[config.mk]
export PLATFORM = sky130hd
export DESIGN_NAME = asdw_writer
export DESIGN_NICKNAME = d
export VERILOG_FILES = /design/src/hw/asdw_fifo.v /design/src/hw/asdw_writer.v
export VERILOG_INCLUDE_DIRS = /design/src /design/src/common
export SDC_FILE = /design/constraint.sdc
export NUM_CORES = 1
export LEC_CHECK = 0
export BUFFER_PORTS_ARGS = -buffer_cell sky130_fd_sc_hd__buf_2
export CORE_AREA = 5 5 192 194
export DETAILED_ROUTE_END_ITERATION = 8
export DIE_AREA = 0 0 197 199
export HOLD_SLACK_MARGIN = 0.08
export PLACE_DENSITY = 0.89
export SLEW_MARGIN = 20
export SYNTH_ARGS = -nofsm -noshare
export SYNTH_HDL_FRONTEND = slang
export SYNTH_SLANG_ARGS = --single-unit
[constraint.sdc]
create_clock -name clk_sys -period 5 [get_ports clk_sys]
set_clock_uncertainty 0.15 [all_clocks]
set_input_delay 0 -clock clk_sys [delete_from_list [all_inputs] [get_ports clk_sys]]
set_output_delay 0 -clock clk_sys [all_outputs]
set_load 0.02 [all_outputs]
[src/common/asdw_regs.vh]
// Register offsets, field positions and sizes of the sample writer
`ifndef ASDW_REGS_VH
`define ASDW_REGS_VH

// ****************************************
// Register byte offsets
// ****************************************
`define ASDW_ADDR_W 12
`define ASDW_OFS_TALLY 12'h130
`define ASDW_OFS_FILL 12'h134
`define ASDW_OFS_BASE 12'h140
`define ASDW_OFS_LEN 12'h144
`define ASDW_OFS_NEXT 12'h148
`define ASDW_OFS_STAT 12'h14c

// ****************************************
// Field layout and reset values
// ****************************************
`define ASDW_TALLY_W 28
`define ASDW_LEN_W 28
`define ASDW_REG_RESET 32'h00000000
`define ASDW_TERM_ERR 2
`define ASDW_TERM_BLOCK 1
`define ASDW_TERM_BUFEND 0
`define ASDW_SAMPLE_W 16
`define ASDW_SAMPLE_BYTES 28'h0000002
`define ASDW_FIFO_DEPTH 8
`define ASDW_FIFO_AW 3
`define ASDW_BE_LOW 4'h3
`define ASDW_BE_HIGH 4'hc
`define ASDW_BE_ALL 4'hf

`endif

[src/hw/asdw_fifo.v]
// Sample FIFO with valid/ready on both sides and a fill count
`timescale 1ns/10ps
module asdw_fifo #(
  parameter WIDTH = 16,
  parameter DEPTH = 8,
  parameter AW = 3
) (
  input wire clk_sys,
  input wire srst,
  input wire inValid,
  output wire inReady,
  input wire [WIDTH-1:0] inData,
  output wire outValid,
  input wire outReady,
  output wire [WIDTH-1:0] outData,
  output wire [AW:0] level
);
  reg [WIDTH-1:0] mem [0:DEPTH-1];
  reg [AW-1:0] wrPtr;
  reg [AW-1:0] rdPtr;
  reg [AW:0] count;
  reg room;
  wire push;
  wire pop;
  wire [AW:0] next_count;

  assign push = inValid & room;
  assign pop = outReady & (count != {(AW+1){1'b0}});
  assign next_count = count + {{AW{1'b0}}, push} - {{AW{1'b0}}, pop};
  assign inReady = room;
  assign outValid = (count != {(AW+1){1'b0}});
  assign outData = mem[rdPtr];
  assign level = count;

  always @(posedge clk_sys) begin
    if (push) begin
      mem[wrPtr] <= inData;
    end
  end

  always @(posedge clk_sys) begin
    if (srst) begin
      wrPtr <= {AW{1'b0}};
      rdPtr <= {AW{1'b0}};
      count <= {(AW+1){1'b0}};
      room <= 1'b1;
    end else begin
      if (push) begin
        wrPtr <= wrPtr + {{(AW-1){1'b0}}, 1'b1};
      end
      if (pop) begin
        rdPtr <= rdPtr + {{(AW-1){1'b0}}, 1'b1};
      end
      count <= next_count;
      room <= (next_count != DEPTH[AW:0]);
    end
  end
endmodule

[src/hw/asdw_writer.v]
// Converter sample writer: tally, fill level, buffer engine, status record
//
// Notes on behaviour
// 28-bit conversion tally; normal mode zeroes it on each start request.
// Frame mode zeroes tally on frame trigger, not when frame error.
// Fill level reported in bytes, two bytes per stored sample.
// Samples are written from the programmed 32-bit buffer base onward.
// Base is captured when the length is written; later changes ignored.
// Writing the 28-bit byte length starts a buffer transfer.
// Start only while idle flag is 1; software checks it first.
// Next host write address is readable to gauge remaining space.
// With status enabled, a status word goes to the status address.
// Status word is little-endian, like the registers.
// Bit 30: stopped early by conversion fault or queue overflow.
// Bit 29: configured block or frame fully written.
// Bit 28: buffer full; a new buffer is needed to continue.
// Bits 27:0 hold bytes transferred; bit 31 reserved zero.
// Writing the length clears the termination reason flags.
// Master or target abort sets transfer error and stops engine.
// Disabling completes the active write, then resets the engine.
// Pointer advances per write; writing stops at base plus length.
// All registers read zero after reset.
`timescale 1ns/10ps
`include "asdw_regs.vh"
module asdw_writer (
  input wire clk_sys,
  input wire srst,
  input wire regWr,
  input wire [`ASDW_ADDR_W-1:0] regAddr,
  input wire [31:0] regWdata,
  output reg [31:0] regRdata,
  input wire transferEngineEnable,
  input wire statusReportEnable,
  input wire frameMode,
  input wire conversionStartRequest,
  input wire frameTrigger,
  input wire frameOverrunFault,
  input wire conversionPerformed,
  input wire blockComplete,
  input wire conversionOverlapFault,
  input wire sampleQueueOverflow,
  input wire sampleValid,
  input wire [`ASDW_SAMPLE_W-1:0] sampleData,
  output wire sampleReady,
  output reg engineIdle,
  output reg engineBusy,
  output reg transferError,
  output reg [2:0] terminationFlags,
  output reg mstReq,
  output reg [31:0] mstAddr,
  output reg [31:0] mstData,
  output reg [3:0] mstBe,
  input wire mstAck,
  input wire mstMasterAbort,
  input wire mstTargetAbort
);
  // ****************************************
  // States
  // ****************************************
  localparam [2:0] ST_IDLE = 3'd0;
  localparam [2:0] ST_RUN = 3'd1;
  localparam [2:0] ST_WRITE = 3'd2;
  localparam [2:0] ST_STATUS = 3'd3;
  localparam [2:0] ST_ERROR = 3'd4;

  reg [2:0] state;
  reg [`ASDW_TALLY_W-1:0] tally;
  reg [31:0] fillBytes;
  reg [31:0] bufBase;
  reg [`ASDW_LEN_W-1:0] bufLen;
  reg [31:0] activeBase;
  reg [`ASDW_LEN_W-1:0] activeLen;
  reg [31:0] nextPtr;
  reg [`ASDW_LEN_W-1:0] bytesDone;
  reg [31:0] statAddr;
  reg errSeen;
  reg blockSeen;
  reg [31:0] next_rdata;

  wire fifoValid;
  wire [`ASDW_SAMPLE_W-1:0] fifoData;
  wire [`ASDW_FIFO_AW:0] fifoLevel;
  wire fifoPop;
  wire lenWrite;
  wire startOk;
  wire atEnd;
  wire abort;
  wire [2:0] termNow;

  // ****************************************
  // Sample FIFO
  // ****************************************
  asdw_fifo #(
    .WIDTH(`ASDW_SAMPLE_W),
    .DEPTH(`ASDW_FIFO_DEPTH),
    .AW(`ASDW_FIFO_AW)
  ) u_fifo (
    .clk_sys(clk_sys),
    .srst(srst),
    .inValid(sampleValid),
    .inReady(sampleReady),
    .inData(sampleData),
    .outValid(fifoValid),
    .outReady(fifoPop),
    .outData(fifoData),
    .level(fifoLevel)
  );

  assign lenWrite = regWr & (regAddr == `ASDW_OFS_LEN);
  assign startOk = lenWrite & engineIdle;
  assign atEnd = (bytesDone >= activeLen);
  assign abort = mstMasterAbort | mstTargetAbort;
  assign fifoPop = (state == ST_RUN) & transferEngineEnable & ~atEnd &
                   fifoValid;
  assign termNow = {errSeen & ~fifoValid, blockSeen & ~fifoValid, atEnd};

  // ****************************************
  // Tally and fill level
  // ****************************************
  always @(posedge clk_sys) begin
    if (srst) begin
      tally <= {`ASDW_TALLY_W{1'b0}};
      fillBytes <= `ASDW_REG_RESET;
    end else begin
      if (!frameMode && conversionStartRequest) begin
        tally <= {`ASDW_TALLY_W{1'b0}};
      end else if (frameMode && frameTrigger && !frameOverrunFault) begin
        tally <= {`ASDW_TALLY_W{1'b0}};
      end else if (conversionPerformed) begin
        tally <= tally + {{(`ASDW_TALLY_W-1){1'b0}}, 1'b1};
      end
      fillBytes <= {{(31-`ASDW_FIFO_AW-1){1'b0}}, fifoLevel, 1'b0};
    end
  end

  // ****************************************
  // Software-written registers
  // ****************************************
  always @(posedge clk_sys) begin
    if (srst) begin
      bufBase <= `ASDW_REG_RESET;
      bufLen <= {`ASDW_LEN_W{1'b0}};
      statAddr <= `ASDW_REG_RESET;
    end else if (regWr) begin
      case (regAddr)
        `ASDW_OFS_BASE: begin
          bufBase <= regWdata;
        end
        `ASDW_OFS_LEN: begin
          bufLen <= regWdata[`ASDW_LEN_W-1:0];
        end
        `ASDW_OFS_STAT: begin
          statAddr <= regWdata;
        end
        default: begin
        end
      endcase
    end
  end

  // ****************************************
  // Register read mux
  // ****************************************
  always @* begin
    next_rdata = 32'h00000000;
    case (regAddr)
      `ASDW_OFS_TALLY: next_rdata = {4'h0, tally};
      `ASDW_OFS_FILL: next_rdata = fillBytes;
      `ASDW_OFS_BASE: next_rdata = bufBase;
      `ASDW_OFS_LEN: next_rdata = {4'h0, bufLen};
      `ASDW_OFS_NEXT: next_rdata = nextPtr;
      `ASDW_OFS_STAT: next_rdata = statAddr;
      default: next_rdata = 32'h00000000;
    endcase
  end

  always @(posedge clk_sys) begin
    if (srst) begin
      regRdata <= `ASDW_REG_RESET;
    end else begin
      regRdata <= next_rdata;
    end
  end

  // ****************************************
  // Early-stop causes, set wins over clear
  // ****************************************
  always @(posedge clk_sys) begin
    if (srst) begin
      errSeen <= 1'b0;
      blockSeen <= 1'b0;
    end else begin
      errSeen <= (errSeen & ~startOk) | conversionOverlapFault |
                 sampleQueueOverflow;
      blockSeen <= (blockSeen & ~startOk) | blockComplete;
    end
  end

  // ****************************************
  // Transfer engine
  // ****************************************
  always @(posedge clk_sys) begin
    if (srst) begin
      state <= ST_IDLE;
      activeBase <= `ASDW_REG_RESET;
      activeLen <= {`ASDW_LEN_W{1'b0}};
      nextPtr <= `ASDW_REG_RESET;
      bytesDone <= {`ASDW_LEN_W{1'b0}};
      terminationFlags <= 3'b000;
      transferError <= 1'b0;
      mstReq <= 1'b0;
      mstAddr <= `ASDW_REG_RESET;
      mstData <= `ASDW_REG_RESET;
      mstBe <= 4'h0;
    end else begin
      case (state)
        ST_IDLE: begin
          if (startOk) begin
            activeBase <= bufBase;
            activeLen <= regWdata[`ASDW_LEN_W-1:0];
            nextPtr <= bufBase;
            bytesDone <= {`ASDW_LEN_W{1'b0}};
            terminationFlags <= 3'b000;
            state <= ST_RUN;
          end
        end
        ST_RUN: begin
          if (!transferEngineEnable) begin
            state <= ST_IDLE;
          end else if (fifoPop) begin
            mstReq <= 1'b1;
            mstAddr <= nextPtr;
            if (nextPtr[1]) begin
              mstData <= {fifoData, 16'h0000};
              mstBe <= `ASDW_BE_HIGH;
            end else begin
              mstData <= {16'h0000, fifoData};
              mstBe <= `ASDW_BE_LOW;
            end
            state <= ST_WRITE;
          end else if (termNow != 3'b000) begin
            terminationFlags <= termNow;
            if (statusReportEnable) begin
              mstReq <= 1'b1;
              mstAddr <= statAddr;
              mstData <= {1'b0, termNow, bytesDone};
              mstBe <= `ASDW_BE_ALL;
              state <= ST_STATUS;
            end else begin
              state <= ST_IDLE;
            end
          end
        end
        ST_WRITE: begin
          if (abort) begin
            mstReq <= 1'b0;
            transferError <= 1'b1;
            state <= ST_ERROR;
          end else if (mstAck) begin
            mstReq <= 1'b0;
            nextPtr <= nextPtr + {30'h0, 2'h2};
            bytesDone <= bytesDone + `ASDW_SAMPLE_BYTES;
            state <= ST_RUN;
          end
        end
        ST_STATUS: begin
          if (abort) begin
            mstReq <= 1'b0;
            transferError <= 1'b1;
            state <= ST_ERROR;
          end else if (mstAck) begin
            mstReq <= 1'b0;
            state <= ST_IDLE;
          end
        end
        ST_ERROR: begin
          if (!transferEngineEnable) begin
            transferError <= 1'b0;
            state <= ST_IDLE;
          end
        end
        default: begin
          state <= ST_IDLE;
        end
      endcase
    end
  end

  // ****************************************
  // Engine flags
  // ****************************************
  always @(posedge clk_sys) begin
    if (srst) begin
      engineIdle <= 1'b0;
      engineBusy <= 1'b0;
    end else begin
      engineIdle <= transferEngineEnable & (state == ST_IDLE) & ~startOk;
      engineBusy <= (state == ST_RUN) | (state == ST_WRITE) |
                    (state == ST_STATUS) | startOk;
    end
  end
endmodule

* Yosys cells after proc, flatten, opt, wreduce, memory -nomap -nowiden
Memories as Yosys holds them, arrays and structs flattened. A register that Yosys moved wholly into a read port is not among the register bits.
Cells that the tools add are included.
** Storage, ports and cells
- Register bits :: 363
- Bits in writable memories :: 128
- Bits of input ports :: 77
- Word-level logic and storage cells :: 158
- Memories kept :: 1
** Cells by class
- Add/subtract/negate cells :: 7
- Order comparisons :: 1
- Equal/unequal tests :: 25
- Multiplexer cells :: 50
- Bitwise logic cells :: 23
- Reductions and logical operators :: 26
** Memories
- u_fifo.mem :: words 8, width 16, read ports 1, clocked after Yosys merged registers in 1, write ports 1, line asdw_fifo.v:18 : reg [WIDTH-1:0] mem [0:DEPTH-1];
** Operator list (number)
- 32-bit 2-to-1 mux :: 10
- 32-bit case mux with 6 select lines :: 1
- 28-bit 2-to-1 mux :: 3
- 12-bit by 9-bit equality test with 1-bit output, second input constant :: 6
- 32-bit case mux with 2 select lines :: 1
- 28-bit case mux with 2 select lines :: 1
- 3-bit 2-to-1 mux :: 15
- 32-bit by 2-bit adder with 32-bit output, second input constant :: 1
- 28-bit by 1-bit adder with 28-bit output, second input constant :: 1
- 28-bit by 2-bit adder with 28-bit output, second input constant :: 1
- 28-bit greater-or-equal comparator :: 1
- 4-bit 2-to-1 mux :: 4
- 3-bit case mux with 5 select lines :: 1
- 5-bit AND reduction :: 3
- 2-bit inequality test, second input constant :: 7
- 1-bit bitwise AND :: 13
- 2-bit nonzero test :: 6
- 1-bit 2-to-1 mux :: 10
- 2-bit AND reduction :: 4
- 4-bit AND reduction :: 2
- 1-bit OR :: 7
- 3-bit by 1-bit adder with 3-bit output, second input constant :: 2
- 3-bit by 2-bit equality test with 1-bit output, second input constant :: 2
- 3-bit by 2-bit inequality test with 1-bit output, second input constant :: 2
- 21 further kinds :: 28

* Depth between registers and ports, before layout
Gate-level depths: netlist of the first run.
- Word-level depth :: 8
- Gate-level depth with buffers :: 19

* Hierarchy
From an unflattened synthesis of the first run, not the netlist that was laid out.
** Second synthesis, totals
- Cells, all modules :: 1936
- Area, all modules :: 20304.5 um2
** Modules (own cells, without submodules)
- asdw_writer :: instances 1, cells an instance 1671, area an instance 14686.6 um2, seq. area each 6426.2 um2
- asdw_fifo :: instances 1, cells an instance 265, area an instance 5617.9 um2, seq. area each 4124.0 um2

* Least setup slack after synthesis of the first run
OpenSTA, ideal clock, no wires.
- Kind :: register to register
- Start :: register activeLen[26]
- End :: register u_fifo.room, in the netlist u_fifo.inReady
- Library setup time :: 0.130 ns
- Arrival :: 3.259 ns
- Setup slack :: 1.461 ns
- Cell stages (with the launch flop) :: 18
- Buffers on the path :: 3
- Path through :: dfxtp_1 -> inv_1 -> ha_1 -> nand4_2 -> or4_4 -> a31oi_4 -> or2_1 -> buf_6 -> inv_2 -> buf_6 -> buf_6 -> ha_1 -> inv_1 -> ha_1 -> inv_1 -> fa_1 -> xor2_1 -> nand4b_1
** On the way
- Longest elaborated chain between the ends :: 7
** RTL lines
- start, declared :: line asdw_writer.v:72 : reg [`ASDW_LEN_W-1:0] activeLen;
- start signal, assigned :: line asdw_writer.v:206 : activeLen <= {`ASDW_LEN_W{1'b0}};
- start signal, assigned :: line asdw_writer.v:220 : activeLen <= regWdata[`ASDW_LEN_W-1:0];
- 28-bit greater-or-equal comparator :: line asdw_writer.v:111 : assign atEnd = (bytesDone >= activeLen);
- 1-bit inverter :: line asdw_writer.v:113 : assign fifoPop = (state == ST_RUN) & transferEngineEnable & ~atEnd &
- 1-bit bitwise AND (2 in series) :: line asdw_writer.v:113
- 1-bit bitwise AND :: line asdw_fifo.v:28 : assign pop = outReady & (count != {(AW+1){1'b0}});
- net u_fifo.pop :: line asdw_fifo.v:24 : wire pop;
- 4-bit by 1-bit subtractor with 4-bit output :: line asdw_fifo.v:29 : assign next_count = count + {{AW{1'b0}}, push} - {{AW{1'b0}}, pop};
- 4-bit inequality test :: line asdw_fifo.v:55 : room <= (next_count != DEPTH[AW:0]);
- end signal, assigned :: line asdw_fifo.v:55
- end, declared :: line asdw_fifo.v:22 : reg room;
The timed path passes the listed nets, and every way through them passes these cells.
A chain may end at the register's enable or synchronous reset.

* Worst setup path in the final report of the first run
- Start :: input port regAddr[0]
- End :: register bufBase[30]
** On the way
- Longest elaborated chain between the ends :: 2
** RTL lines
- start, declared :: line asdw_writer.v:29 : input wire [`ASDW_ADDR_W-1:0] regAddr,
- 12-bit by 9-bit equality test with 1-bit output :: line asdw_writer.v:145 : case (regAddr)
- 2-bit AND reduction (no line)
- end signal, assigned :: line asdw_writer.v:141 : bufBase <= `ASDW_REG_RESET;
- end signal, assigned :: line asdw_writer.v:147 : bufBase <= regWdata;
- end, declared :: line asdw_writer.v:69 : reg [31:0] bufBase;
No other way between the ends.

==> results.py, run 1 <==
metrics = {
    "run_status": {
        "status": "completed",
    },
    "global_route": {
        "grt_pass1_vias": 17525,
        "grt_util_all_layers_pct": 31.78,
        "grtUsageMet1_pct": 39.50,
        "grtUsageMet2_pct": 52.47,
        "grt_max_degree": 147,
        "grt_pass1_wl_um": 98790,
        "gr-max-usage-layer": "met2",
        "grt_use_met3_pct": 6.944,
        "antenna_found_initial": 0,
        "grt.overflow.total": 0,
    },
    "timing": {
        "rsz0062_at_grt": "no",
        "setup_viol": 0,
        "layout_min_cycle_time_ns": 4.304,
        "maxSlewViolCount": 0,
        "hold_viol": 0,
        "fmax_mhz": 232.3,
        "fin_crit_sh_pct": 86.08,
        "tightestPinTransition_ns": 1.161,
        "slew_headroom_pct": 22.43,
        "fin_ws_ns": 0.6958,
        "tns_ns": 0,
    },
    "power": {
        "power-per-cell-area_nw_per_um2": 356.8,
        "vdd_ir_drop_max_mv": 0.5457,
        "total_leakage_power_nw": 8.261,
    },
    "setup_path": {
        "crit_path_max_fanout": 44,
        "r2r_setup_slack_ns": 0.70,
        "crit_type": "input pin to flop",
        "worstPathArrival_ns": 4.67,
        "crit_path_end_kind": "flop",
        "start_kind": "input pin",
        "worstRegToRegCells": 11,
        "crit_required_ns": 5.37,
    },
    "logic_synthesis": {
        "ys_ff_latch": 463,
        "yosys-top-cells-area": "dfxtp_1 33%, edfxtp_1 19%, nand2_1 7.8%",
        "ys_warn_count": 0,
        "ys_seq_area_share_pct": 51.17,
        "synth_fp_nets": 2267,
        "synth_area_leader_cell": "dfxtp_1",
        "synth_edf_count": 128,
        "async_reset_ff_share_pct": 0,
        "synthCells": 2152,
        "mappedNetlistArea_um2": 20620,
        "ys.flop_type": "dfxtp_1",
        "ys_types": 70,
        "avgSynthCellArea_um2": 9.580,
        "synth_top_area_share_pct": 32.53,
    },
    "clocking": {
        "clock_sinks": 463,
        "post_cts_buffers": 0,
        "cts_buffer_depth": 3,
        "root_buffer": "clkbuf_16",
        "cts_resized": 0,
        "hold_buffers": 87,
        "cts_tree": "yes",
        "clkTransAtPathRegs_ns": 0.07,
        "cts_buffers": 46,
        "clock_latency_ns": 0.59,
        "cts_max_level": 2,
    },
    "die": {
        "initial_core_util_pct": 58.82,
        "die_y_um": 199,
        "core_um2": 35050,
        "io_pins": 185,
        "die_area_um2": 39200,
        "die_w_um": 197,
        "fp-row-count": 69,
    },
    "routing": {
        "vias": 18369,
        "first_pass_iters": 7,
        "detail-route-antenna-nets": 0,
        "via_per_inst": 6.482,
        "finalWirelength_um": 64300,
        "post_drt_wl_per_cell_um": 22.69,
        "drcViolationCount": 0,
        "initialDrtViolationCount": 2446,
    },
    "cells_and_area": {
        "final_common_cell": "nand2_1",
        "drive_gt1_share_pct": 17.12,
        "regArea_um2": 10550,
        "fin_nets": 2451,
        "final_cell_mix": "427 x nand2_1, 334 x dfxtp_1, 183 x buf_2, 179 x a21oi_1, 133 x nor2_1",
        "fillers": 2438,
        "multiInputGateArea_um2": 9196,
        "area_delta_synth_final_pct": 17.18,
    },
    "placed_design": {
        "place_congestion": 0.9181,
        "dp_hpwl_um": 38490,
        "pre_cts_ws_ns": 1.106,
        "port_buffers": 184,
    },
    "job": {
        "maxCapViolCount": 0,
    },
    "min_path": {
        "hold_depth": 2,
        "min_path_type": "input pin to flop",
    },
}
-- cells by family after synthesis --
family	synth area share, %
XOR/XNOR	2.124
AND/OR/NAND/NOR	18.41
flip-flops	51.17
buffers and inverters	4.594
AO/OA/AOI/OAI	14.26
adder cells (fa/ha/maj)	2.343
multiplexers	7.095
-- routing by layer --
metal / routed length (um) / share of wire [%]
met2: 30360 / 47
met4: 3796 / 5.9
met3: 7042 / 11
met5: 0 / 0
met1: 23100 / 36
-- state kept, by name, summed over array words and instances (netlist names), 3 cells and up, named ones only --
signal / cells
bytesDone: 27
tally: 28
regRdata: 32
terminationFlags: 3
statAddr: 32
mstData: 32
bufLen: 28
fillBytes: 4
activeLen: 28
u_fifo.mem: 128
mstAddr: 32
nextPtr: 32
u_fifo.rdPtr: 3
bufBase: 32
u_fifo.level: 4
u_fifo.wrPtr: 3
state: 3
-- synthesized netlist by cell type, types with 11 or more instances --
cell	n
or3_1	23
a22oi_1	36
nand2_1	427
nor2_1	139
clkbuf_1	118
and3_1	16
buf_2	19
xor2_1	19
nand3b_1	18
o31ai_1	11
ha_1	37
dfxtp_1	335
edfxtp_1	128
nand3_1	45
xnor2_1	31
a21oi_1	179
a211oi_1	13
a311oi_2	23
nor3_1	93
a311oi_1	43
mux2i_1	46
inv_1	49
o21ai_0	67
nand4_1	27
o22a_1	12
mux2_2	25
mux4_2	32
-- area by class of cell --
cell class | instances | area share, %
Multi-Input combinational cell | 1472 | 38.07
Inverter | 54 | 0.8442
Sequential cell | 463 | 43.69
Antenna cell | 1 | 0.01036
Tap cell | 461 | 2.388
Clock buffer | 57 | 5.148
Timing Repair Buffer | 299 | 8.442
Clock inverter | 27 | 1.414
-- critical path: stages --
cell and delay (ns):
dlygate4sd3_1 0.53, buf_2 0.13, nor4_2 0.26, dlygate4sd3_1 0.61, nand3_1 0.07, dlygate4sd3_1 0.58
buf_4 0.30, nor4b_2 0.33, buf_4 0.43, nand2_1 0.10, dlygate4sd3_1 0.58, a21oi_1 0.13
dlygate4sd3_1 0.57
-- final timing paths --
check	from	end
worst max-delay path	regAddr[0]	bufBase[30]$_SDFFE_PP0P_
worst min-delay path	sampleData[13]	u_fifo.mem[0][13]$_DFFE_PP_
worst max register to register	bytesDone[17]$_SDFFE_PP0P_	mstReq$_SDFFE_PP0P_
worst min register to register	bufLen[25]$_SDFFE_PP0P_	bufLen[25]$_SDFFE_PP0P_
-- power breakdown --
group / leakage, nW / switching, W / internal [W]
combinational: 3.62 / 0.000523 / 0.000299
clock: 0.777 / 0.00151 / 0.00218
sequential: 3.86 / 0.0000989 / 0.00400
-- through the flow --
stage          area (um2)  util, %  power [W]  hold WS, ns  std cells
2_1_floorplan       20620        -   0.004612     -0.05113       2152
3_3_place_gp        21680    61.86   0.004863      0.06468       2661
3_5_place_dp        21690    61.88   0.004900      0.06619       2661
4_1_cts             24140    68.88   0.008557      0.08030       2832
5_1_grt             24160    68.92   0.008851      0.09495       2833
6_report            24160    68.92   0.008621      0.09326       2834
Note: power is estimated with default switching activity, not from simulation.
==> run 2, diff against run 1 <==
--- a/config.mk
+++ b/config.mk
@@ -10,6 +10,7 @@
 export CORE_AREA = 5 5 192 194
 export DETAILED_ROUTE_END_ITERATION = 8
 export DIE_AREA = 0 0 197 199
+export GPL_TIMING_DRIVEN = 0
 export HOLD_SLACK_MARGIN = 0.08
 export PLACE_DENSITY = 0.89
 export SLEW_MARGIN = 20
==> run 2 against run 1 <==
Against the previous run: register-to-register slack worse by 0.23 ns; sequential share of layout area down 1.3 points; clock-buffer cell count up 1; core utilization up 2.0 points; final cell count up 5.9%; clock power down 2%; worst setup slack worse by 0.23 ns; sequential cell count unchanged; critical path type is now flop to flop; largest cell class unchanged.
==> results.py, run 2 (same netlist as run 1, synthesis figures left out) <==
metrics = {
    "placed_design": {
        "port_buffers": 181,
        "dp_hpwl_um": 49630,
        "place_congestion": 1.031,
        "pre_cts_ws_ns": 0.6998,
        "dpl_cell_area_um2": 22260,
    },
    "power": {
        "power-per-cell-area_nw_per_um2": 345.8,
        "pwr-share-comb_pct": 10.5,
        "seqPwrFrac_pct": 47.6,
        "internal-power_w": 0.006352,
        "total_leakage_power_nw": 8.596,
        "swShare_pct": 26.17,
        "p_clk_share_pct": 41.9,
        "netSwitchingPower_w": 0.002251,
        "vdd_ir_drop_max_mv": 0.4154,
        "power.total_w": 0.008603,
    },
    "setup_path": {
        "critical_path_buf_inv_count": 6,
        "crit_path_end_kind": "flop",
        "cp-startpoint": "activeLen[15]$_SDFFE_PP0P_",
        "rr_startpoint": "activeLen[15]$_SDFFE_PP0P_",
        "start_kind": "flop",
        "crit_type": "flop to flop",
        "worstPathArrival_ns": 4.84,
        "crit_chain": "inv_1 -> ha_1 -> a21oi_1 -> o21ai_0 -> a211oi_1 -> o2111ai_1 -> or2_1 -> buf_6 -> inv_2 -> buf_6 -> buf_6 -> ha_1 -> inv_1 -> ha_1 -> a21o_1 -> a21oi_1 -> xnor2_1 -> nor2_1 -> nand4b_1",
        "crit_required_ns": 5.31,
        "worst_path_largest_cell_delay_ns": 0.54,
        "crit_path_max_fanout": 10,
        "crit_family": "compound AO/OA/AOI/OAI gates",
        "slowest_stage": "a211oi_1",
    },
    "timing": {
        "setup_viol": 0,
        "tns_ns": 0,
        "fin_crit_sh_pct": 90.64,
        "tightestPinTransition_ns": 0.9702,
        "hold_viol": 0,
        "layout_min_cycle_time_ns": 4.532,
        "maxSlewViolCount": 0,
        "fmax_mhz": 220.7,
        "slew_headroom_pct": 35.32,
        "rsz0062_at_grt": "no",
        "fin_ws_ns": 0.4680,
    },
    "global_route": {
        "grt_pass1_wl_um": 110300,
        "antenna_found_initial": 3,
        "grt_pass1_vias": 19139,
        "grt.overflow.total": 0,
        "grt_util_all_layers_pct": 36.61,
        "grt_max_degree": 16,
    },
    "routing": {
        "initialDrtViolationCount": 2982,
        "met1_length_um": 25150,
        "vias": 19572,
        "dr.max_layer_used": "met5",
        "first_pass_iters": 7,
        "detail-route-antenna-nets": 0,
        "drcViolationCount": 0,
        "routed-wl-met2_um": 33640,
        "route.met3.wl_um": 9656,
        "finalWirelength_um": 74000,
        "post_drt_wl_per_cell_um": 24.66,
        "via_per_inst": 6.522,
    },
    "die": {
        "fp-row-count": 69,
        "core_um2": 35050,
        "die_y_um": 199,
        "die_area_um2": 39200,
        "initial_core_util_pct": 58.82,
        "die_w_um": 197,
        "io_pins": 185,
    },
    "clocking": {
        "hold_buffers": 106,
        "cts_resized": 0,
        "cts_buffers": 46,
        "clkTransAtPathRegs_ns": 0.06,
        "clock_sinks": 463,
        "root_buffer": "clkbuf_16",
        "cts_max_level": 2,
        "clock_latency_ns": 0.63,
        "post_cts_buffers": 0,
        "cts_tree": "yes",
        "cts_buffer_depth": 3,
    },
    "run_status": {
        "status": "completed",
    },
    "cells_and_area": {
        "drive_gt1_share_pct": 16.44,
        "largest_reg_flops": 128,
        "regMostFlops": "u_fifo.mem",
        "final_common_cell": "nand2_1",
        "area_delta_synth_final_pct": 20.67,
        "fin_area_um2": 24880,
        "fin_nets": 2616,
        "utilization_pct": 70.97,
        "final_cell_mix": "427 x nand2_1, 335 x dfxtp_1, 202 x buf_2, 179 x a21oi_1, 136 x nor2_1",
    },
    "min_path": {
        "holdCritStartpoint": "regWdata[10]",
        "min_path_type": "input pin to flop",
    },
    "job": {
        "maxCapViolCount": 0,
    },
}
==> run 2: area by class of cell <==
type,count,area (um2)
clock inverters,25,294.0
well taps,461,576.8
fillers,2459,10170
repair buffers,301,2090
inverters,54,202.7
clock buffers,58,1256
multi-input cells,1472,9153
flip-flops and latches,463,10550
plain buffers,163,744.5
diodes,4,10.01
==> run 2: power groups by stage <==
stage	combinational, W	sequential, W	clock (W)
2_1_floorplan	0.000422	0.00419	0
3_3_place_gp	0.000728	0.00415	0
3_5_place_dp	0.000785	0.00416	0
4_1_cts	0.000862	0.00408	0.00357
5_1_grt	0.000948	0.00410	0.00375
6_report	0.000905	0.00410	0.00360
==> run 2: final timing paths <==
path / depth (start not counted) / to / slack, ns
setup reg to reg: 19 / u_fifo.inReady$_SDFF_PP1_ / 0.47
hold reg to reg: 2 / fillBytes[4]$_SDFF_PP0_ / 0.30
hold / removal: 4 / bufBase[10]$_SDFFE_PP0P_ / 0.09
setup / recovery: 19 / u_fifo.inReady$_SDFF_PP1_ / 0.47
==> run 2: layer usage <==
layer | global-route usage (%) | vias up
met5 | 0 | -
met4 | 23.57 | 2
met3 | 9.654 | 436
met2 | 58.29 | 1654
met1 | 44.26 | 9098
li1 | - | 8382
==> run 2: worst min-delay path: stages <==
cell,delay (ns)
dlygate4sd3_1,0.54
buf_2,0.16
nand2_1,0.06
a21oi_1,0.05
==> run 2: per-stage QoR <==
| step | instances | hold WS [ns] |
|---|---|---|
| floorplan | 2152 | -0.05113 |
| global placement | 2794 | 0.07412 |
| detailed placement | 2808 | 0.1040 |
| CTS | 2997 | 0.08162 |
| global route | 2997 | 0.09988 |
| finish | 3001 | 0.09351 |
